**src/hdl/sss_defs.svh**
```systemverilog
// Constants for the spherical shot sequencer
`ifndef SSS_DEFS_SVH
`define SSS_DEFS_SVH
`define SSS_CLK_HZ 100000000
`define SSS_TICK_MS 100
`define SSS_TICK_CYC ((`SSS_CLK_HZ / 1000) * `SSS_TICK_MS)
`define SSS_TIME_W 16
`define SSS_ROWS_W 4
`define SSS_COLS_W 8
`define SSS_ANG_W 16
`define SSS_MIN_ROWS 4'h3
`define SSS_MIN_MID_COLS 8'h02
`define SSS_ZENITH 16'h0384
`define SSS_NADIR 16'hFC7C
`define SSS_FULL_CIRCLE 16'h0E10
`define SSS_HALF_CIRCLE 16'h0708
`define SSS_RST_RELEASE 16'h0001
`define SSS_RST_SPHERES 16'h0001
`define SSS_MAX_ROWS 16
`define SSS_A_FOCUS 8'h00
`define SSS_A_RELEASE 8'h01
`define SSS_A_DELAY 8'h02
`define SSS_A_STILL 8'h03
`define SSS_A_ROWS 8'h04
`define SSS_A_SPHERES 8'h05
`define SSS_A_CTRL 8'h06
`define SSS_A_STATUS 8'h07
`define SSS_A_PAN 8'h08
`define SSS_A_TILT 8'h09
`define SSS_A_COLS 8'h10
`define SSS_C_START 0
`define SSS_C_RETURN 1
`define SSS_C_SLIDER 2
`define SSS_C_ABORT 3
`endif

```
**src/hdl/sss_pkg.sv**
```systemverilog
// Types for the spherical shot sequencer
`default_nettype none
package sss_pkg;
    typedef enum logic [3:0] {
        SSS_IDLE, SSS_FOCUS, SSS_RELEASE, SSS_DELAY, SSS_MOVE,
        SSS_STILL, SSS_RETURN, SSS_SLIDE, SSS_NEXT
    } sss_state_t;
endpackage
`default_nettype wire

```
**src/hdl/sss_timer.sv**
```systemverilog
// Duration counter in 0.1 s steps
`include "sss_defs.svh"
`default_nettype none
module sss_timer (
    input wire logic ref_clk,
    input wire logic sys_rst,
    input wire logic start,
    input wire logic [`SSS_TIME_W-1:0] steps,
    output logic busy,
    output logic done
);
    logic [23:0] tick_q;
    logic [`SSS_TIME_W-1:0] left_q;

    always_ff @(posedge ref_clk)
    begin
        if (sys_rst || start)
        begin
            tick_q <= 24'h000000;
        end
        else if (busy)
        begin
            tick_q <= (tick_q == 24'(`SSS_TICK_CYC - 1)) ? 24'h000000 : tick_q + 24'h000001;
        end
    end

    always_ff @(posedge ref_clk)
    begin
        done <= 1'b0;
        if (sys_rst)
        begin
            left_q <= '0;
            busy <= 1'b0;
        end
        else if (start)
        begin
            left_q <= steps;
            busy <= (steps != '0);
            done <= (steps == '0);
        end
        else if (busy && tick_q == 24'(`SSS_TICK_CYC - 1))
        begin
            left_q <= left_q - 1'b1;
            if (left_q == 16'h0001)
            begin
                busy <= 1'b0;
                done <= 1'b1;
            end
        end
    end
endmodule // sss_timer
`default_nettype wire

```
**src/hdl/sss_pan_step.sv**
```systemverilog
// Pan step of 360/N in tenths of a degree
`include "sss_defs.svh"
`default_nettype none
module sss_pan_step (
    input wire logic [`SSS_COLS_W-1:0] cols,
    output logic [`SSS_ANG_W-1:0] step
);
    always_comb
    begin
        step = (cols == '0) ? '0 : `SSS_ANG_W'(`SSS_FULL_CIRCLE / {8'h00, cols});
    end
endmodule // sss_pan_step
`default_nettype wire

```
**src/hdl/sss_top.sv**
```systemverilog
// Spherical shot sequencer: camera timing and pan/tilt stepping
`include "sss_defs.svh"
`default_nettype none
module sss_top (
    input wire logic ref_clk,
    input wire logic sys_rst,
    input wire logic [7:0] reg_addr,
    input wire logic [31:0] reg_wdata,
    input wire logic reg_wr,
    input wire logic reg_rd,
    output logic [31:0] reg_rdata,
    input wire logic motor_done,
    output logic cam_focus,
    output logic cam_release,
    output logic motor_go,
    output logic [`SSS_ANG_W-1:0] pan_target,
    output logic [`SSS_ANG_W-1:0] tilt_target,
    output logic slider_step,
    output logic busy
);
    logic [`SSS_TIME_W-1:0] focus_q, release_q, delay_q, still_q;
    logic [`SSS_ROWS_W-1:0] rows_q;
    logic [`SSS_TIME_W-1:0] spheres_q;
    logic ret_en_q, slide_en_q, refused_q;
    logic [`SSS_COLS_W-1:0] cols_q [`SSS_MAX_ROWS];
    sss_pkg::sss_state_t state_q;
    logic [`SSS_ROWS_W-1:0] row_q;
    logic [`SSS_COLS_W-1:0] col_q;
    logic [`SSS_TIME_W-1:0] sphere_q;
    logic t_start;
    logic [`SSS_TIME_W-1:0] t_steps;
    logic t_busy, t_done;
    logic [`SSS_ANG_W-1:0] pan_step;
    logic [`SSS_COLS_W-1:0] cur_cols;
    logic wr_start, wr_abort, cfg_ok;
    logic last_img, last_row;

    // Legal shot count for a row
    function automatic logic cols_legal(input logic [`SSS_ROWS_W-1:0] r,
                                        input logic [`SSS_ROWS_W-1:0] n,
                                        input logic [`SSS_COLS_W-1:0] c);
        cols_legal = (r == '0 || r == n - 1'b1) || (c >= `SSS_MIN_MID_COLS);
    endfunction

    // Tilt angle of a row, evenly from zenith to nadir
    function automatic logic [`SSS_ANG_W-1:0] row_angle(input logic [`SSS_ROWS_W-1:0] r,
                                                        input logic [`SSS_ROWS_W-1:0] n);
        logic [`SSS_ANG_W-1:0] span;
        span = `SSS_ANG_W'(({12'h000, r} * `SSS_HALF_CIRCLE) / {12'h000, n - 1'b1});
        row_angle = `SSS_ZENITH - span;
    endfunction

    sss_timer u_timer (
        .ref_clk(ref_clk),
        .sys_rst(sys_rst),
        .start(t_start),
        .steps(t_steps),
        .busy(t_busy),
        .done(t_done)
    );

    assign cur_cols = cols_q[row_q];

    sss_pan_step u_pan_step (
        .cols(cur_cols),
        .step(pan_step)
    );

    always_comb
    begin
        cfg_ok = (rows_q >= `SSS_MIN_ROWS);
        for (int i = 0; i < `SSS_MAX_ROWS; i++)
        begin
            if (`SSS_ROWS_W'(i) < rows_q && !cols_legal(`SSS_ROWS_W'(i), rows_q, cols_q[i]))
            begin
                cfg_ok = 1'b0;
            end
        end
    end

    assign wr_start = reg_wr && reg_addr == `SSS_A_CTRL && reg_wdata[`SSS_C_START];
    assign wr_abort = reg_wr && reg_addr == `SSS_A_CTRL && reg_wdata[`SSS_C_ABORT];
    assign last_row = (row_q == rows_q - 1'b1);
    assign last_img = (col_q + 1'b1 >= cur_cols);

    // Configuration, frozen while running
    always_ff @(posedge ref_clk)
    begin
        if (sys_rst)
        begin
            focus_q <= '0;
            release_q <= `SSS_RST_RELEASE;
            delay_q <= '0;
            still_q <= '0;
            rows_q <= `SSS_MIN_ROWS;
            spheres_q <= `SSS_RST_SPHERES;
            ret_en_q <= 1'b0;
            slide_en_q <= 1'b0;
        end
        else if (reg_wr && state_q == sss_pkg::SSS_IDLE)
        begin
            unique case (reg_addr)
                `SSS_A_FOCUS: focus_q <= reg_wdata[`SSS_TIME_W-1:0];
                `SSS_A_RELEASE: release_q <= reg_wdata[`SSS_TIME_W-1:0];
                `SSS_A_DELAY: delay_q <= reg_wdata[`SSS_TIME_W-1:0];
                `SSS_A_STILL: still_q <= reg_wdata[`SSS_TIME_W-1:0];
                `SSS_A_ROWS:
                begin
                    if (reg_wdata[`SSS_ROWS_W-1:0] >= `SSS_MIN_ROWS)
                    begin
                        rows_q <= reg_wdata[`SSS_ROWS_W-1:0];
                    end
                end
                `SSS_A_SPHERES: spheres_q <= reg_wdata[`SSS_TIME_W-1:0];
                `SSS_A_CTRL:
                begin
                    ret_en_q <= reg_wdata[`SSS_C_RETURN];
                    slide_en_q <= reg_wdata[`SSS_C_SLIDER];
                end
                default: ;
            endcase
        end
    end

    // Per-row shot counts
    generate
        for (genvar g = 0; g < `SSS_MAX_ROWS; g++)
        begin : g_cols
            always_ff @(posedge ref_clk)
            begin
                if (sys_rst)
                begin
                    cols_q[g] <= `SSS_MIN_MID_COLS;
                end
                else if (reg_wr && state_q == sss_pkg::SSS_IDLE &&
                         reg_addr == `SSS_A_COLS + 8'(g))
                begin
                    cols_q[g] <= reg_wdata[`SSS_COLS_W-1:0];
                end
            end
        end
    endgenerate

    // Refusal flag: set wins over clear
    always_ff @(posedge ref_clk)
    begin
        if (sys_rst)
        begin
            refused_q <= 1'b0;
        end
        else if ((reg_wr && state_q == sss_pkg::SSS_IDLE && reg_addr == `SSS_A_ROWS &&
                  reg_wdata[`SSS_ROWS_W-1:0] < `SSS_MIN_ROWS) ||
                 (wr_start && state_q == sss_pkg::SSS_IDLE && !cfg_ok))
        begin
            refused_q <= 1'b1;
        end
        else if (reg_rd && reg_addr == `SSS_A_STATUS)
        begin
            refused_q <= 1'b0;
        end
    end

    // Timer launch for each timed phase
    always_comb
    begin
        t_steps = '0;
        unique case (state_q)
            sss_pkg::SSS_FOCUS: t_steps = release_q;
            sss_pkg::SSS_RELEASE: t_steps = delay_q;
            sss_pkg::SSS_MOVE: t_steps = still_q;
            default: t_steps = focus_q;
        endcase
        t_start = (state_q == sss_pkg::SSS_NEXT) ||
                  (state_q == sss_pkg::SSS_FOCUS && t_done) ||
                  (state_q == sss_pkg::SSS_RELEASE && t_done) ||
                  (state_q == sss_pkg::SSS_MOVE && motor_done && !motor_go);
    end

    // Sequencer
    always_ff @(posedge ref_clk)
    begin
        motor_go <= 1'b0;
        slider_step <= 1'b0;
        if (sys_rst || wr_abort)
        begin
            state_q <= sss_pkg::SSS_IDLE;
            row_q <= '0;
            col_q <= '0;
            sphere_q <= '0;
            if (sys_rst)
            begin
                pan_target <= '0;
                tilt_target <= `SSS_ZENITH;
            end
        end
        else
        begin
            unique case (state_q)
                sss_pkg::SSS_IDLE:
                begin
                    if (wr_start && cfg_ok)
                    begin
                        row_q <= '0;
                        col_q <= '0;
                        sphere_q <= '0;
                        pan_target <= '0;
                        tilt_target <= `SSS_ZENITH;
                        motor_go <= 1'b1;
                        state_q <= sss_pkg::SSS_MOVE;
                    end
                end
                sss_pkg::SSS_NEXT: state_q <= sss_pkg::SSS_FOCUS;
                sss_pkg::SSS_FOCUS:
                begin
                    if (t_done)
                        state_q <= sss_pkg::SSS_RELEASE;
                end
                sss_pkg::SSS_RELEASE:
                begin
                    if (t_done)
                        state_q <= sss_pkg::SSS_DELAY;
                end
                sss_pkg::SSS_DELAY:
                begin
                    if (!t_busy)
                    begin
                        if (!last_img && cur_cols != '0)
                        begin
                            col_q <= col_q + 1'b1;
                            pan_target <= pan_target + pan_step;
                            motor_go <= 1'b1;
                            state_q <= sss_pkg::SSS_MOVE;
                        end
                        else if (!last_row)
                        begin
                            row_q <= row_q + 1'b1;
                            col_q <= '0;
                            tilt_target <= row_angle(row_q + 1'b1, rows_q);
                            motor_go <= 1'b1;
                            state_q <= sss_pkg::SSS_MOVE;
                        end
                        else if (ret_en_q)
                        begin
                            pan_target <= '0;
                            tilt_target <= `SSS_ZENITH;
                            motor_go <= 1'b1;
                            state_q <= sss_pkg::SSS_RETURN;
                        end
                        else
                        begin
                            state_q <= sss_pkg::SSS_SLIDE;
                        end
                    end
                end
                sss_pkg::SSS_MOVE:
                begin
                    if (motor_done && !motor_go)
                        state_q <= sss_pkg::SSS_STILL;
                end
                sss_pkg::SSS_STILL:
                begin
                    if (!t_busy)
                        state_q <= (cur_cols == '0) ? sss_pkg::SSS_DELAY : sss_pkg::SSS_NEXT;
                end
                sss_pkg::SSS_RETURN:
                begin
                    if (motor_done && !motor_go)
                        state_q <= sss_pkg::SSS_SLIDE;
                end
                sss_pkg::SSS_SLIDE:
                begin
                    if (sphere_q + 1'b1 >= spheres_q)
                    begin
                        state_q <= sss_pkg::SSS_IDLE;
                    end
                    else
                    begin
                        slider_step <= slide_en_q;
                        sphere_q <= sphere_q + 1'b1;
                        row_q <= '0;
                        col_q <= '0;
                        pan_target <= '0;
                        tilt_target <= `SSS_ZENITH;
                        motor_go <= 1'b1;
                        state_q <= sss_pkg::SSS_MOVE;
                    end
                end
                default: state_q <= sss_pkg::SSS_IDLE;
            endcase
        end
    end

    // Camera outputs follow phase and timer
    always_ff @(posedge ref_clk)
    begin
        if (sys_rst)
        begin
            cam_focus <= 1'b0;
            cam_release <= 1'b0;
            busy <= 1'b0;
        end
        else
        begin
            cam_focus <= (state_q == sss_pkg::SSS_NEXT && focus_q != '0) ||
                         (state_q == sss_pkg::SSS_FOCUS && !t_done);
            cam_release <= (state_q == sss_pkg::SSS_FOCUS && t_done && release_q != '0) ||
                           (state_q == sss_pkg::SSS_RELEASE && !t_done);
            busy <= (state_q != sss_pkg::SSS_IDLE);
        end
    end

    // Register read, data one cycle later
    always_ff @(posedge ref_clk)
    begin
        if (sys_rst)
        begin
            reg_rdata <= 32'h00000000;
        end
        else
        begin
            reg_rdata <= 32'h00000000;
            if (reg_rd)
            begin
                unique case (reg_addr)
                    `SSS_A_FOCUS: reg_rdata <= {16'h0000, focus_q};
                    `SSS_A_RELEASE: reg_rdata <= {16'h0000, release_q};
                    `SSS_A_DELAY: reg_rdata <= {16'h0000, delay_q};
                    `SSS_A_STILL: reg_rdata <= {16'h0000, still_q};
                    `SSS_A_ROWS: reg_rdata <= {28'h0000000, rows_q};
                    `SSS_A_SPHERES: reg_rdata <= {16'h0000, spheres_q};
                    `SSS_A_CTRL: reg_rdata <= {29'h00000000, slide_en_q, ret_en_q, 1'b0};
                    `SSS_A_STATUS: reg_rdata <= {sphere_q, 4'h0, row_q, 2'h0, cfg_ok,
                                                 refused_q, 4'(state_q)};
                    `SSS_A_PAN: reg_rdata <= {16'h0000, pan_target};
                    `SSS_A_TILT: reg_rdata <= {16'h0000, tilt_target};
                    default:
                    begin
                        if (reg_addr[7:4] == 4'h1)
                        begin
                            reg_rdata <= {24'h000000, cols_q[reg_addr[3:0]]};
                        end
                    end
                endcase
            end
        end
    end
endmodule // sss_top
`default_nettype wire

```
**config.mk**
```make
export PLATFORM = sky130hd
export DESIGN_NAME = sss_top
export DESIGN_NICKNAME = d
export VERILOG_FILES = /design/src/hdl/sss_pkg.sv /design/src/hdl/sss_timer.sv /design/src/hdl/sss_pan_step.sv /design/src/hdl/sss_top.sv
export VERILOG_INCLUDE_DIRS = /design/src /design/src/hdl
export SDC_FILE = /design/constraint.sdc
export NUM_CORES = 1
export LEC_CHECK = 0
export BUFFER_PORTS_ARGS = -buffer_cell sky130_fd_sc_hd__buf_2
export CAP_MARGIN = 20
export CORE_MARGIN = 5
export CORE_UTILIZATION = 40
export DETAILED_ROUTE_END_ITERATION = 7
export PLACE_DENSITY_LB_ADDON = 0.25
export REMOVE_ABC_BUFFERS = 1
export SLEW_MARGIN = 15
export SYNTH_ARGS = -nofsm -noshare
export SYNTH_HDL_FRONTEND = slang
export SYNTH_HIERARCHICAL = 1
export SYNTH_SLANG_ARGS = --single-unit
```
**constraint.sdc**
```tcl
create_clock -name ref_clk -period 42.3 [get_ports ref_clk]
set_clock_uncertainty 0.2 [all_clocks]
set_input_delay 8.46 -clock ref_clk [delete_from_list [all_inputs] [get_ports ref_clk]]
set_output_delay 8.46 -clock ref_clk [all_outputs]
set_load 0.01 [all_outputs]
```
==> results.md <==
Status:
- The flow ran to the end, but the final reports show violations.
- The checks that failed: DRC.

Job:
- The number of max-cap violations is 0.

STA:
- The count of final hold-check violations came to 0.
- The worst-case headroom to the max-slew limit is 0.245.
- The measured slew at the worst slew-check pin is 1.13 ns.
- The highest clock rate is 25.5 MHz.
- The part of the cycle the worst path needs is 0.927.
- The final number of max-transition violations is 0.
- The final critical delay including setup and external delays is 39.22 ns.
- The setup violation total in the final timing report is 0.

Synth:
- A synthesized cell averages 8.37 um^2.
- The number of storage elements in the synthesis netlist is 362.
- The most used flip-flop cell after synthesis is sky130_fd_sc_hd__dfxtp_1.
- The number of flops mapped to enable cells by yosys is 160.
- After synthesis, the share of flip-flops with an asynchronous set or reset is 0.
- The unique cell type count in the Yosys netlist is 139.
- The number of warnings issued by yosys is 6.
- The sequential-to-total area share from yosys stat is 0.268.
- The cell count after synthesis is 3941.
- The cell area after synthesis is 33000 um^2.

Clocking:
- The longest clock path from root to sink contains 3 buffers.
- CTS placed an instance of sky130_fd_sc_hd__clkbuf_16 at the clock tree root.
- TritonCTS built the clock tree.
- CTS saw 362 sinks.
- At the later pin of the worst-skew pair, clock insertion delay measures 0.55 ns.
- The CTS H-tree depth is 2.
- The clock-pin slew on the worst setup and hold paths is 0.06 ns.
- After clock tree synthesis, the flow added hold-fix buffers numbering 0.
- The number of buffers inserted during clock tree synthesis is 38.

Min path:
- In this run the worst hold path is classified as reg2reg.

Setup path:
- The kind of critical path is reg2reg.
- The startpoint type of the worst setup path is a register.
- The most prevalent standard cell on the critical path is sky130_fd_sc_hd__ha_1.
- The critical path contains buffers and inverters numbering 13 combined.
- Among all stages on the critical path, the largest delay is contributed by sky130_fd_sc_hd__dfxtp_1.
- The maximum single-stage delay on the critical path is 0.70 ns.
- The arrival time at the worst endpoint is 39.28 ns.
- At the worst endpoint, the required time is 42.37 ns.
- In this design, the largest share of critical-path delay is due to compound AO/OA/AOI/OAI gates.
- In this run the worst path has a maximum fanout of 14.
- The endpoint class of the critical path is a register.

GRT:
- Entering global routing, the biggest net connects 76 pins.
- Global routing finished with a remaining overflow of 0.
- The number of global-route vias before repair is 28966.
- The initial antenna violation count is 7.
- The first-pass GRT wire length is 168000 um.
- The aggregate global-route resource usage is 0.232.

Floorplanning:
- The floorplan step defined a die boundary enclosing 88300 um^2.
- The width of the die is 297 um.
- The number of placement rows is 105.
- For this configuration, the core starts out at a cell density of 0.402.
- For this design the top-level I/O count stands at 114.
- The overall die height is 297 um.
- In this run the standard cell core region covers 82000 um^2.

Place:
- The HPWL after detailed placement is 80700 um.
- During placement, the flow inserted port buffers numbering 97.
- The routability-driven placement congestion ratio is 0.908.

Layout:
- Of the cells placed in the final design, the portion with a size suffix greater than 1 is 0.115.
- The sequential cells in the finished layout cover a total of 8850 um^2.
- The fill cell instance count of the final layout is 8177.
- The area used by multi-input combinational logic is 23100 um^2.
- The total number of nets in the final design is 4217.
- From synthesis to final layout, the design area changed by 8.69%.
- The final core utilization is 0.437.

Route:
- After the first detailed-routing iteration, the DRC count stood at 2786.
- The average vias per placed instance is 6.08.
- For this block, the routed nets add up to 108000 um of wire.
- For this run, design rule violations remaining after detail routing come to 4.
- The count of nets left with antenna violations once routing finished came out at 0.
- The pre-antenna-repair detailed-routing pass consisted of 8 iterations.
- After detailed routing, the average wire length per cell comes to 21.3 um.
- For this block, the via count after detailed routing is 30769.
==> kinds of logic after synthesis <==
logic type,share of synthesized area
compound gates,0.229
fa+ha+maj,0.0811
simple gates,0.246
mux,0.0825
flops,0.268
buf+inv,0.0360
xor+xnor,0.0578
other cells,0.000114
==> repair_timing <==
action / in CTS / in global routing
resized for setup: 0 / 8
hold endpoints to repair: 0 / 0
endpoints found under the setup margin: 0 / 16
setup buffers: 0 / 8
==> flip-flops by register name, indices dropped and copies added (netlist names), 4 cells and up, named ones only <==
register	cells
tilt_target	16
row_q	4
spheres_q	16
u_timer/tick_q	24
focus_q	16
rows_q	4
delay_q	16
col_q	8
state_q	4
pan_target	16
sphere_q	16
u_timer/left_q	16
release_q	16
cols_q	128
reg_rdata	32
still_q	16
==> synthesized netlist by cell type, drive strengths merged (30+ instances only) <==
cell,instances,area [um^2]
xor2,82,718
a211oi,35,290
o21ai,165,841
a21oi,308,1580
edfxtp,160,4800
nand2,422,1590
a21o,81,608
inv,119,449
a22oi,60,450
nand4,55,344
nand2b,83,519
and2,163,1020
mux2,38,435
nor3,128,657
xnor2,135,1190
ha,209,2620
clkbuf,136,510
buf,43,229
nor2,374,1410
nand3,100,505
and3,34,213
mux4,80,1800
nor2b,48,300
dfxtp,202,4040
o31ai,37,315
o211ai,30,235
a31oi,45,294
o21a,50,384
o21bai,31,233
mux2i,46,485
nor4,64,477
or3,32,205
==> worst reg2reg max path, delay by kind of cell (launching register included) <==
kind            cells  cell delay [ns]
compound gates     61            14.12
simple gates       56            11.11
fa+ha+maj          22             7.26
buf+inv            13             1.96
mux                 5             1.82
xor+xnor            8             1.75
flops               1             0.70
==> per-stage QoR <==
step / setup WS [ns] / instance area (um^2) / TNS [ns] / std cells / hold slack (ns)
global placement: 2.06 / 34500 / 0 / 4982 / 0.257
floorplan: 8.14 / 32300 / 0 / 3763 / 0.229
global route: -0.0482 / 35900 / -0.0863 / 5059 / 0.292
finish: 3.08 / 35900 / 0 / 5063 / 0.273
detailed placement: 1.77 / 34500 / 0 / 4982 / 0.262
CTS: 1.68 / 35800 / 0 / 5049 / 0.270
==> layout make-up <==
class,count,area share
Antenna cell,5,0.000349
Clock buffer,50,0.0292
Clock inverter,17,0.00440
Inverter,119,0.0125
Multi-Input combinational cell,3282,0.643
Sequential cell,362,0.247
Tap cell,1070,0.0373
Timing Repair Buffer,158,0.0264
==> metal layers <==
metal	global-route usage	part of all wire	wire, um
met2	0.393	0.47	50700
met4	0.0679	0.030	3220
met1	0.311	0.43	46500
met3	0.0283	0.067	7220
met5	0	0.00019	20
==> placed cells by master, fill, tap and decap left out, types with 62 or more instances in the layout <==
cell	count
sky130_fd_sc_hd__xor2_1	82
sky130_fd_sc_hd__buf_2	95
sky130_fd_sc_hd__a21o_1	81
sky130_fd_sc_hd__and2_1	163
sky130_fd_sc_hd__xnor2_1	133
sky130_fd_sc_hd__nand2b_1	83
sky130_fd_sc_hd__nor2_1	372
sky130_fd_sc_hd__nand3_1	99
sky130_fd_sc_hd__a21oi_1	299
sky130_fd_sc_hd__nand2_1	420
sky130_fd_sc_hd__dfxtp_1	200
sky130_fd_sc_hd__o21ai_0	145
sky130_fd_sc_hd__ha_1	209
sky130_fd_sc_hd__buf_4	62
sky130_fd_sc_hd__inv_1	116
sky130_fd_sc_hd__nor3_1	119
sky130_fd_sc_hd__mux4_2	80
sky130_fd_sc_hd__edfxtp_1	160
==> path summary, 6_finish.rpt <==
kind / start / to / slack, ns / depth (start not counted)
max: row_q[1]$_SDFFE_PP0P_ / tilt_target[14]$_SDFFCE_PP0P_ / 3.08 / 165
min: delay_q[5]$_SDFFE_PP0P_ / delay_q[5]$_SDFFE_PP0P_ / 0.27 / 2
max reg2reg: row_q[1]$_SDFFE_PP0P_ / tilt_target[14]$_SDFFCE_PP0P_ / 3.08 / 165
min reg2reg: delay_q[5]$_SDFFE_PP0P_ / delay_q[5]$_SDFFE_PP0P_ / 0.27 / 2
Power is not shown: default switching activity piles up to over one toggle a cycle in this logic, so the estimate is an artifact.
